File: config.mk
export PLATFORM = sky130hd
export DESIGN_NAME = vnip_irq_priority
export DESIGN_NICKNAME = d
export VERILOG_FILES = /design/src/vnip_pkg.sv /design/src/vnip_irq_priority.sv
export SDC_FILE = /design/constraint.sdc
export NUM_CORES = 1
export LEC_CHECK = 0
export CAP_MARGIN = 20
export CORE_UTILIZATION = 66
export DETAILED_ROUTE_END_ITERATION = 8
export DONT_BUFFER_PORTS = 1
export PLACE_DENSITY = 0.81
export REMOVE_ABC_BUFFERS = 1
export SLEW_MARGIN = 20
export SYNTH_ARGS = -nofsm -noshare
export SYNTH_HDL_FRONTEND = slang
export SYNTH_SLANG_ARGS = --single-unit
File: constraint.sdc
create_clock -name ref_clk_in -period 7.75 [get_ports ref_clk_in]
set_input_delay 0.3875 -clock ref_clk_in [delete_from_list [all_inputs] [get_ports ref_clk_in]]
set_output_delay 0.3875 -clock ref_clk_in [all_outputs]
set_load 0.05 [all_outputs]
File: src/vnip_pkg.sv
package vnip_pkg;

  // Source and level geometry
  localparam int NUM_SRC   = 28;
  localparam int SRC_W     = 5;
  localparam int LEVEL_W   = 3;
  localparam int NUM_LEVEL = 8;
  localparam int PRIO_REGS = 4;
  localparam int FIELD_PITCH = 4;

  // Register byte addresses
  localparam logic [31:0] ADDR_IRQ_VECTOR       = 32'hffff_001c;
  localparam logic [31:0] ADDR_PRIO_TIMERS      = 32'hffff_0020;
  localparam logic [31:0] ADDR_PRIO_SERIAL      = 32'hffff_0024;
  localparam logic [31:0] ADDR_PRIO_EXTERNAL    = 32'hffff_0028;
  localparam logic [31:0] ADDR_PRIO_PWM         = 32'hffff_002c;
  localparam logic [31:0] ADDR_NESTING_CONTROL  = 32'hffff_0030;
  localparam logic [31:0] ADDR_NORMAL_IN_SERVICE = 32'hffff_003c;
  localparam logic [31:0] ADDR_VECTOR_BASE      = 32'hffff_0040;
  localparam logic [31:0] ADDR_EVENT_STATUS     = 32'hffff_0044;
  localparam logic [31:0] ADDR_EVENT_CLEAR      = 32'hffff_0048;
  localparam logic [31:0] ADDR_EVENT_ENABLE     = 32'hffff_004c;

  // Writable bits of each priority register
  localparam logic [31:0] PRIO_MASK_TIMERS   = 32'h7777_7770;
  localparam logic [31:0] PRIO_MASK_SERIAL   = 32'h7777_7777;
  localparam logic [31:0] PRIO_MASK_EXTERNAL = 32'h7777_7777;
  localparam logic [31:0] PRIO_MASK_PWM      = 32'h0000_0077;

  // Vector word layout
  localparam int VEC_SRC_LSB  = 2;
  localparam int VEC_BASE_LSB = 7;
  localparam int BASE_W       = 16;

  // Nesting control bits
  localparam int NEST_NORMAL_BIT = 0;
  localparam int NEST_FAST_BIT   = 1;
  localparam int NEST_W          = 2;

  // Event status bits
  localparam int EV_NORMAL_BIT = 0;
  localparam int EV_FAST_BIT   = 1;
  localparam int EV_W          = 2;

  // Reset values
  localparam logic [31:0] RST_WORD = 32'h0000_0000;
  localparam logic [7:0]  RST_BYTE = 8'h00;

  typedef struct packed {
    logic                found;
    logic [SRC_W-1:0]    num;
    logic [LEVEL_W-1:0]  level;
  } vnip_pick_t;

endpackage
File: src/vnip_irq_priority.sv
`timescale 1ns/10ps
module vnip_irq_priority #(
  parameter int NUM_SRC = vnip_pkg::NUM_SRC
) (
  input  wire logic               ref_clk_in,
  input  wire logic               rst_n_in,
  input  wire logic [31:0]        avs_address_in,
  input  wire logic               avs_read_in,
  input  wire logic               avs_write_in,
  input  wire logic [3:0]         avs_byteenable_in,
  input  wire logic [31:0]        avs_writedata_in,
  output logic      [31:0]        avs_readdata_out,
  output logic                    avs_waitrequest_out,
  input  wire logic [NUM_SRC-1:0] normal_src_in,
  input  wire logic [NUM_SRC-1:0] fast_src_in,
  output logic                    normal_req_out,
  output logic                    fast_req_out,
  output logic [vnip_pkg::SRC_W-1:0] fast_source_out,
  output logic                    event_irq_out
);

  // Reset release synchroniser
  logic [1:0] rst_sync_q;
  logic       rst_n;

  always_ff @(posedge ref_clk_in or negedge rst_n_in) begin
    if (!rst_n_in) begin
      rst_sync_q <= 2'b00;
    end else begin
      rst_sync_q <= {rst_sync_q[0], 1'b1};
    end
  end

  assign rst_n = rst_sync_q[1];

  // Index of lowest set bit (highest priority), NUM_LEVEL when none
  function automatic logic [3:0] first_set(input logic [vnip_pkg::NUM_LEVEL-1:0] v);
    logic [3:0] r;
    r = 4'(vnip_pkg::NUM_LEVEL);
    for (int i = vnip_pkg::NUM_LEVEL - 1; i >= 0; i--) begin
      if (v[i]) begin
        r = 4'(i);
      end
    end
    return r;
  endfunction

  // Choose the winning source; ties go to the lowest number
  function automatic vnip_pkg::vnip_pick_t pick(
    input logic [NUM_SRC-1:0]                act,
    input logic [vnip_pkg::PRIO_REGS*32-1:0] prio,
    input logic                              use_prio,
    input logic [3:0]                        limit
  );
    vnip_pkg::vnip_pick_t         p;
    logic [vnip_pkg::LEVEL_W-1:0] lvl;
    p = '0;
    lvl = '0;
    for (int s = 0; s < NUM_SRC; s++) begin
      lvl = use_prio ? prio[s*vnip_pkg::FIELD_PITCH +: vnip_pkg::LEVEL_W] : '0;
      if (act[s] && ({1'b0, lvl} < limit) && (!p.found || (lvl < p.level))) begin
        p.found = 1'b1;
        p.num   = s[vnip_pkg::SRC_W-1:0];
        p.level = lvl;
      end
    end
    return p;
  endfunction

  // Byte-enable merge of a write into a stored word
  function automatic logic [31:0] merge_be(input logic [31:0] old,
                                           input logic [31:0] data,
                                           input logic [3:0]  be);
    logic [31:0] r;
    r = old;
    for (int b = 0; b < 4; b++) begin
      if (be[b]) begin
        r[b*8 +: 8] = data[b*8 +: 8];
      end
    end
    return r;
  endfunction

  // Register state
  logic [vnip_pkg::PRIO_REGS*32-1:0]  prio_q;
  logic [vnip_pkg::NEST_W-1:0]        nest_q;
  logic [vnip_pkg::BASE_W-1:0]        base_q;
  logic [vnip_pkg::NUM_LEVEL-1:0]     in_service_q;
  logic [vnip_pkg::EV_W-1:0]          ev_status_q;
  logic [vnip_pkg::EV_W-1:0]          ev_enable_q;
  vnip_pkg::vnip_pick_t               normal_pick_q;
  vnip_pkg::vnip_pick_t               fast_pick_q;
  logic                               normal_req_q;
  logic                               fast_req_q;
  logic                               wait_q;
  logic [31:0]                        rdata_q;
  logic                               irq_q;

  // Bus decode
  logic        accept;
  logic        wr_acc;
  logic        rd_acc;
  logic [31:0] wmerge_d;
  logic [31:0] rdata_d;
  logic [31:0] vector_word;
  logic [3:0]  prio_sel;
  logic        prio_hit;

  assign accept = (avs_read_in || avs_write_in) && wait_q;
  assign wr_acc = accept && avs_write_in;
  assign rd_acc = accept && avs_read_in;

  always_comb begin
    prio_hit = 1'b1;
    prio_sel = 4'h0;
    unique case (avs_address_in)
      vnip_pkg::ADDR_PRIO_TIMERS:   prio_sel = 4'h1;
      vnip_pkg::ADDR_PRIO_SERIAL:   prio_sel = 4'h2;
      vnip_pkg::ADDR_PRIO_EXTERNAL: prio_sel = 4'h4;
      vnip_pkg::ADDR_PRIO_PWM:      prio_sel = 4'h8;
      default:                      prio_hit = 1'b0;
    endcase
  end

  // Vector word assembled from the latched winner and the base
  always_comb begin
    vector_word = vnip_pkg::RST_WORD;
    vector_word[vnip_pkg::VEC_BASE_LSB +: vnip_pkg::BASE_W] = base_q;
    vector_word[vnip_pkg::VEC_SRC_LSB +: vnip_pkg::SRC_W] = normal_pick_q.num;
  end

  // Priority fields, reserved bits held at zero
  localparam logic [vnip_pkg::PRIO_REGS*32-1:0] PRIO_MASK = {
    vnip_pkg::PRIO_MASK_PWM,
    vnip_pkg::PRIO_MASK_EXTERNAL,
    vnip_pkg::PRIO_MASK_SERIAL,
    vnip_pkg::PRIO_MASK_TIMERS
  };

  always_ff @(posedge ref_clk_in or negedge rst_n) begin
    if (!rst_n) begin
      prio_q <= '0;
    end else begin
      for (int r = 0; r < vnip_pkg::PRIO_REGS; r++) begin
        if (wr_acc && prio_sel[r]) begin
          prio_q[r*32 +: 32] <= merge_be(prio_q[r*32 +: 32], avs_writedata_in,
                                         avs_byteenable_in)
                                & PRIO_MASK[r*32 +: 32];
        end
      end
    end
  end

  // Nesting control: only the two active bits are stored
  assign wmerge_d = merge_be(32'(nest_q), avs_writedata_in, avs_byteenable_in);

  always_ff @(posedge ref_clk_in or negedge rst_n) begin
    if (!rst_n) begin
      nest_q <= '0;
    end else if (wr_acc && avs_address_in == vnip_pkg::ADDR_NESTING_CONTROL) begin
      nest_q <= wmerge_d[vnip_pkg::NEST_W-1:0];
    end
  end

  // Vector base, untouched by reads of the vector
  logic [31:0] base_merge;

  assign base_merge = merge_be(32'(base_q), avs_writedata_in, avs_byteenable_in);

  always_ff @(posedge ref_clk_in or negedge rst_n) begin
    if (!rst_n) begin
      base_q <= '0;
    end else if (wr_acc && avs_address_in == vnip_pkg::ADDR_VECTOR_BASE) begin
      base_q <= base_merge[vnip_pkg::BASE_W-1:0];
    end
  end

  // In-service tracking for the normal path
  logic [3:0] serve_top;
  logic       serve_set;
  logic       serve_clr;

  assign serve_top = first_set(in_service_q);
  assign serve_set = rd_acc && (avs_address_in == vnip_pkg::ADDR_IRQ_VECTOR)
                     && nest_q[vnip_pkg::NEST_NORMAL_BIT] && normal_pick_q.found;
  assign serve_clr = wr_acc && (avs_address_in == vnip_pkg::ADDR_NORMAL_IN_SERVICE)
                     && (serve_top < 4'(vnip_pkg::NUM_LEVEL))
                     && avs_writedata_in[serve_top[2:0]];

  always_ff @(posedge ref_clk_in or negedge rst_n) begin
    if (!rst_n) begin
      in_service_q <= vnip_pkg::RST_BYTE;
    end else begin
      if (serve_clr) begin
        in_service_q[serve_top[2:0]] <= 1'b0;
      end
      if (serve_set) begin
        in_service_q[normal_pick_q.level] <= 1'b1;
      end
    end
  end

  // Winner selection for both paths
  vnip_pkg::vnip_pick_t normal_pick_d;
  vnip_pkg::vnip_pick_t fast_pick_d;
  logic [3:0]           normal_limit;

  always_comb begin
    normal_limit = nest_q[vnip_pkg::NEST_NORMAL_BIT] ? serve_top
                                                     : 4'(vnip_pkg::NUM_LEVEL);
    normal_pick_d = pick(normal_src_in, prio_q,
                         nest_q[vnip_pkg::NEST_NORMAL_BIT],
                         normal_limit);
    fast_pick_d = pick(fast_src_in, prio_q,
                       nest_q[vnip_pkg::NEST_FAST_BIT],
                       4'(vnip_pkg::NUM_LEVEL));
  end

  always_ff @(posedge ref_clk_in or negedge rst_n) begin
    if (!rst_n) begin
      normal_pick_q <= '0;
      fast_pick_q   <= '0;
    end else begin
      normal_pick_q <= normal_pick_d;
      fast_pick_q   <= fast_pick_d;
    end
  end

  // Requests to the core; fast always takes precedence
  always_ff @(posedge ref_clk_in or negedge rst_n) begin
    if (!rst_n) begin
      normal_req_q <= 1'b0;
      fast_req_q   <= 1'b0;
    end else begin
      fast_req_q   <= fast_pick_d.found;
      normal_req_q <= normal_pick_d.found && !fast_pick_d.found;
    end
  end

  // Sticky event status, set wins over clear
  logic [vnip_pkg::EV_W-1:0] ev_set;
  logic [vnip_pkg::EV_W-1:0] ev_clr;

  always_comb begin
    ev_set = '0;
    ev_set[vnip_pkg::EV_NORMAL_BIT] = normal_pick_d.found && !fast_pick_d.found && !normal_req_q;
    ev_set[vnip_pkg::EV_FAST_BIT]   = fast_pick_d.found && !fast_req_q;
    ev_clr = '0;
    if (wr_acc && avs_address_in == vnip_pkg::ADDR_EVENT_CLEAR) begin
      ev_clr = avs_writedata_in[vnip_pkg::EV_W-1:0];
    end
  end

  always_ff @(posedge ref_clk_in or negedge rst_n) begin
    if (!rst_n) begin
      ev_status_q <= '0;
    end else begin
      ev_status_q <= (ev_status_q & ~ev_clr) | ev_set;
    end
  end

  always_ff @(posedge ref_clk_in or negedge rst_n) begin
    if (!rst_n) begin
      ev_enable_q <= '0;
    end else if (wr_acc && avs_address_in == vnip_pkg::ADDR_EVENT_ENABLE) begin
      ev_enable_q <= avs_writedata_in[vnip_pkg::EV_W-1:0];
    end
  end

  always_ff @(posedge ref_clk_in or negedge rst_n) begin
    if (!rst_n) begin
      irq_q <= 1'b0;
    end else begin
      irq_q <= |(((ev_status_q & ~ev_clr) | ev_set) & ev_enable_q);
    end
  end

  // Read mux; unmapped addresses read zero
  always_comb begin
    rdata_d = vnip_pkg::RST_WORD;
    if (prio_hit) begin
      for (int r = 0; r < vnip_pkg::PRIO_REGS; r++) begin
        if (prio_sel[r]) begin
          rdata_d = prio_q[r*32 +: 32];
        end
      end
    end else begin
      unique case (avs_address_in)
        vnip_pkg::ADDR_IRQ_VECTOR:        rdata_d = vector_word;
        vnip_pkg::ADDR_NESTING_CONTROL:   rdata_d = 32'(nest_q);
        vnip_pkg::ADDR_NORMAL_IN_SERVICE: rdata_d = 32'(in_service_q);
        vnip_pkg::ADDR_VECTOR_BASE:       rdata_d = 32'(base_q);
        vnip_pkg::ADDR_EVENT_STATUS:      rdata_d = 32'(ev_status_q);
        vnip_pkg::ADDR_EVENT_ENABLE:      rdata_d = 32'(ev_enable_q);
        default:                          rdata_d = vnip_pkg::RST_WORD;
      endcase
    end
  end

  // One wait cycle per access: accept, then release waitrequest
  always_ff @(posedge ref_clk_in or negedge rst_n) begin
    if (!rst_n) begin
      wait_q  <= 1'b1;
      rdata_q <= vnip_pkg::RST_WORD;
    end else begin
      if (accept) begin
        wait_q <= 1'b0;
        if (avs_read_in) begin
          rdata_q <= rdata_d;
        end
      end else begin
        wait_q <= 1'b1;
      end
    end
  end

  assign avs_readdata_out    = rdata_q;
  assign avs_waitrequest_out = wait_q;
  assign normal_req_out      = normal_req_q;
  assign fast_req_out        = fast_req_q;
  assign fast_source_out     = fast_pick_q.num;
  assign event_irq_out       = irq_q;

endmodule

==> impl.org, run 1 <==
** Synth
- Seq/Total Area, Yosys :: 24.9%
- Counting flops with a built-in enable in the synthesized netlist gives 0.
- Syn avg cell area :: 8.03 sq um
- Cell type with the largest total area after synthesis :: dfrtp_1
- Most numerous cell types in the synthesized netlist :: 216 x nand2_1, 159 x nor2_1, 153 x dfrtp_1
- Largest cells by area after synthesis :: dfrtp_1 25%, mux2_2 8.5%, ha_1 8.4%, nand2_1 5.2%, o21ai_0 4.7%
- Proportion of netlist area held by the largest area contributor :: 24.7%
- Number of flip-flops and latches in the synthesized netlist :: 154
- Post-synthesis async set-or-reset flop share :: 100%
- For this run, the number of Yosys warnings is 0.
- Instance count of the mapped netlist :: 1927
- Number of different library cells in the post-synthesis netlist :: 110
- In the synthesized netlist the dominant register cell turns out to be dfrtp_1.
- Most frequent cell after synthesis :: nand2_1
- Netlist area before placement :: 15500 sq um

** Floorplanning
- Die Y :: 155 microns
- Number of core rows :: 55
- For this design the top-level I/O count stands at 169.
- Die boundary width :: 155 microns
- Initial core utilization :: 67.7%

** Run status
- Outcome :: stopped before the end
- The first error in the log reads "[ERROR DPL-0033] detailed placement checks failed during check placement".
- Step where the flow halted :: clock tree synthesis

** Clock tree
- CTS buffer count :: 17
- Buffer count from post-CTS setup fixing :: 103
- The longest clock path from root to sink contains 2 buffers.
- Hold Buf Count CTS :: 1
- Clock root buffer :: clkbuf_16
- For this design, the sink count on the clock tree is 154.
- The H-tree was split into 4 levels.
- Post-cts resize count :: 302

** Placement
- Half-perimeter wire length of the detailed placement result :: 51.3 mm
- Number of instances in the placed design :: 2737
- RD Place Congestion :: 1.08
- Post-place instance area :: 19800 sq um
- Port bufs :: 0
## cell families after synthesis
kind of cell / Yosys count / share of synthesized area [%]
AO/OA/AOI/OAI: 683 / 31.1
AND/OR/NAND/NOR: 678 / 21.3
buffers and inverters: 167 / 4.17
multiplexers: 134 / 9.81
other: 2 / 0.0485
flip-flops: 154 / 24.9
adder cells (fa/ha/maj): 109 / 8.75
## through the flow
| stage | hold WS [ns] | setup slack, ns | setup TNS [ns] | utilization [%] |
|---|---|---|---|---|
| 3_3_place_gp | 0.0920 | -22.75 | -281.98 | 86.8 |
| 2_1_floorplan | 0.0919 | -26.15 | -313.95 | - |
| 3_5_place_dp | 0.0920 | -25.47 | -311.17 | 86.8 |
==> inputs of run 2 (changes only) <==
--- a/config.mk
+++ b/config.mk
@@ -6,10 +6,10 @@
 export NUM_CORES = 1
 export LEC_CHECK = 0
 export CAP_MARGIN = 20
-export CORE_UTILIZATION = 66
+export CORE_UTILIZATION = 40
 export DETAILED_ROUTE_END_ITERATION = 8
 export DONT_BUFFER_PORTS = 1
-export PLACE_DENSITY = 0.81
+export PLACE_DENSITY_LB_ADDON = 0.15
 export REMOVE_ABC_BUFFERS = 1
 export SLEW_MARGIN = 20
 export SYNTH_ARGS = -nofsm -noshare
==> run 2 against run 1 <==
  * The flow now finishes, with violations (setup timing)
  * Synthesized area did not move
  * Synthesized cell count unchanged
==> impl.org, run 2 <==
** Run status
- Outcome :: complete, but fails checks
- The final reports fail on setup timing.

** Timing
- Headroom to the max-slew limit :: 31.1%
- Across the routed clock network, the largest skew measured is 0.0134 ns.
- Slack of the critical path :: -22.77 ns
- Number of failing setup endpoints in the final timing report :: 17
- Derived from the worst setup path, the maximum achievable clock frequency is 32.8 MHz.
- RSZ-0062 raised after global routing :: true
- At the pin with the least slew margin, the transition time is 1.03 ns.
- Post-route minimum period :: 30.52 ns
- Hold is met by 0.0256 ns.
- Post-route fraction of the period consumed by the critical path :: 394%
- Number of endpoints with negative hold slack in the final report :: 0
- The number of pins exceeding their max-slew limit in the final report was 0.

** Clock tree
- Clock transition at path regs :: 0.07 ns
- Buffers inserted during clock tree synthesis total 17.
- The clock passes through at most 2 buffers.
- Clock root buffer :: clkbuf_16
- TritonCTS built the clock tree.
- At the later pin of the worst-skew pair, clock insertion delay measures 0.43 ns.
- CTS saw 154 sinks.
- In this run the number of H-tree levels came out at 4.

** Global routing
- Global-route wire length before repair :: 103 mm
- The via count of the first global-routing pass came to 17.9k.
- Grt ovf :: 0
- Largest net degree at the start of global routing :: 78
- The number of antenna violations at the first check in global routing is 2.
- In the global route stage, overall resource usage came out at 34.5%.

** Synth
- In the synthesized netlist the async set-or-reset flop fraction comes to 100%.
- nand2_1 is the most common cell in the netlist.
- Sequential elements use 24.9% of the synthesized area.
- The synthesized design spends more area on one cell type than any other, namely dfrtp_1.
- EDFF count, synth :: 0
- Synthesis inferred 154 register bits.
- During synthesis, Yosys emitted a total of 0 warnings.
- After synthesis, the most frequently instantiated cells are 216 x nand2_1, 159 x nor2_1, 153 x dfrtp_1.
- Instance count of the mapped netlist :: 1927
- Synth Flop Type :: dfrtp_1
- After synthesis the cells add up to 15500 sq um.
- Of the post-synthesis cell area, the dominant cell type holds 24.7%.
- Largest cells by area after synthesis :: dfrtp_1 25%, mux2_2 8.5%, ha_1 8.4%, nand2_1 5.2%, o21ai_0 4.7%
- Counting distinct cell types in the post-synthesis netlist gives 110.
- Syn avg cell area :: 8.03 sq um

** Setup path
- Most frequent CP cell :: ha_4
- The startpoint identified for the worst register-to-register timing path is in_service_q[2].
- Tracing the worst setup path back leads to its startpoint at in_service_q[2].
- The critical path in this run is classified as flop to flop.
- Max incr delay on CP :: 0.56 ns
- Across all register-to-register paths, the minimum setup slack is -22.77 ns.
- The worst setup path is launched from a flop.
- Among all stages on the critical path, the largest delay is contributed by or4_4.
- The endpoint identified for the worst register-to-register timing path is normal_pick_q[3].
- Worst reg2reg path depth :: 164
- Nature of the critical path endpoint :: flop
- Data arrival time of the critical path :: 30.82 ns
- Highest fanout seen on the critical path :: 6
- For the worst setup path, the data required time is 8.05 ns.

** Floorplanning
- Total Die Area :: 39500 sq um
- Initial core utilization :: 40.9%
- After floorplanning, the core was divided into 71 placement rows.
- The floorplan step defined a core boundary enclosing 37800 sq um.
- Die boundary width :: 199 microns
- Number of placed I/O pins :: 169
- The floorplan step set the die height to 199 microns.

** Hold path
- Path type of the worst min-delay path :: input pin to flop
- In this run the most critical hold path is launched from avs_read_in.
- Along the worst hold path, the cell count comes to 1.
- Hold Path Sink :: avs_waitrequest_out

** Cells and area
- Register with the most flip-flops :: prio_q
- Commonest cells after routing, fill and taps aside :: 727 x buf_4, 203 x nand2_1, 150 x dfrtp_1
- Share of cells above drive strength 1 :: 44.7%
- The area growth from synthesis to layout is 53.0%.
- For this run, the post-layout net count is 2850.
- For this run, the share of the core covered by cells in the final layout is 62.6%.
- Number of flip-flops in the largest register :: 75
- Antenna Diode Count :: 0
- Most common cell after layout, fill and taps aside :: buf_4

** Placement
- At the end of routability-driven placement, the weighted congestion stood at 0.956.
- Detailed placement finished with a half-perimeter wire length of 54.7 mm.
- In this run the tool buffered the top-level ports with 0 buffer cells.

** Power and ir drop
- Power Density :: 131 nW/um^2
- In this run the static leakage power is 11.2 nW.
- Max IR drop VDD :: 0.000213 V

** Routing
- Summed over all layers, the routed wires come to 70.6 mm.
- Avg Vias per Cell :: 5.88
- The routed layout has 18.5k vias.
- The detailed router finished its first iteration with 1368 violations.
- Antenna-violating nets left :: 0
- Initial DRT Pass Iterations :: 6
- In the routed design, unresolved DRC markers number 0.
- After detailed routing, the average wire length per cell comes to 22.5 microns.

** Run
- Max cap viols :: 0
==> run 2: through the flow <==
stage               power, W  cell area (sq um)  setup slack [ns]  cells  TNS (ns)
floorplan            0.00152              15200            -26.15   1862   -313.95
global placement     0.00195              20500            -23.20   2987   -288.53
detailed placement   0.00197              20500            -24.33   2987   -299.62
CTS                  0.00301              22400            -22.64   3087   -272.03
global route         0.00323              23700            -23.88   3142   -293.28
finish               0.00310              23700            -22.77   3142   -275.02
==> run 2: worst max path at each step <==
stage,end,slack [ns],cells past startpoint
floorplan,normal_pick_q[6],-26.15,161
global route,normal_pick_q[3],-23.88,167
global placement,normal_pick_q[2],-23.20,164
detailed placement,normal_pick_q[2],-24.33,164
CTS,normal_pick_q[2],-22.64,171
finish,normal_pick_q[3],-22.77,164
==> run 2: what timing repair did <==
action                                 in CTS  in global routing
gates cloned                                0                  0
resized for setup                         195                158
endpoints found under the hold margin       2                  0
hold buffers                                1                  0
pin swaps                                  84                144
setup endpoints to repair                  16                 17
buffers inserted                           67                 54
==> run 2: worst max-delay path, delay by kind of cell (launching register included) <==
kind | cells | cell delay [ns]
compound gates | 74 | 12.38
fa+ha+maj | 26 | 6.73
simple gates | 36 | 5.22
mux | 12 | 3.87
buf+inv | 16 | 1.79
flops | 1 | 0.38
==> run 2: logic make-up (layout without fill, tap and decap cells) <==
family                     Yosys count  count (layout)  synth area share [%]
AOI/OAI and AO/OA                  683             683                  31.1
adders and majority gates          109             109                  8.75
buffers and inverters              167             869                  4.17
DFF                                154             154                  24.9
muxes                              134             134                  9.81
other                                2               4                0.0485
and+or+nand+nor                    678             678                  21.3
==> run 2: layout make-up <==
type,count,area (sq um)
Clock inverter,10,126
Clock buffer,22,474
Sequential cell,154,3860
Timing Repair Buffer,737,5590
Inverter,100,375
Multi-Input combinational cell,1608,12600
Tap cell,511,639
Fill cell,3387,14200
==> run 2: layer usage <==
metal	wire length, microns	track usage (%)	vias to the layer above
li1	-	-	8611
met4	2650	12.3	0
met3	4920	6.43	149
met5	0	0	-
met2	34000	59.1	657
met1	29100	43.1	9049
==> run 2: report_power, final <==
| group | switching [W] | internal [W] | leakage [nW] |
|---|---|---|---|
| combinational | 0.000599 | 0.000633 | 8.87 |
| clock | 0.000358 | 0.000507 | 0.297 |
| sequential | 0.000155 | 0.000846 | 2.05 |
| total | 0.00111 | 0.00199 | 11.2 |
Note: power is estimated with default switching activity, not from simulation.
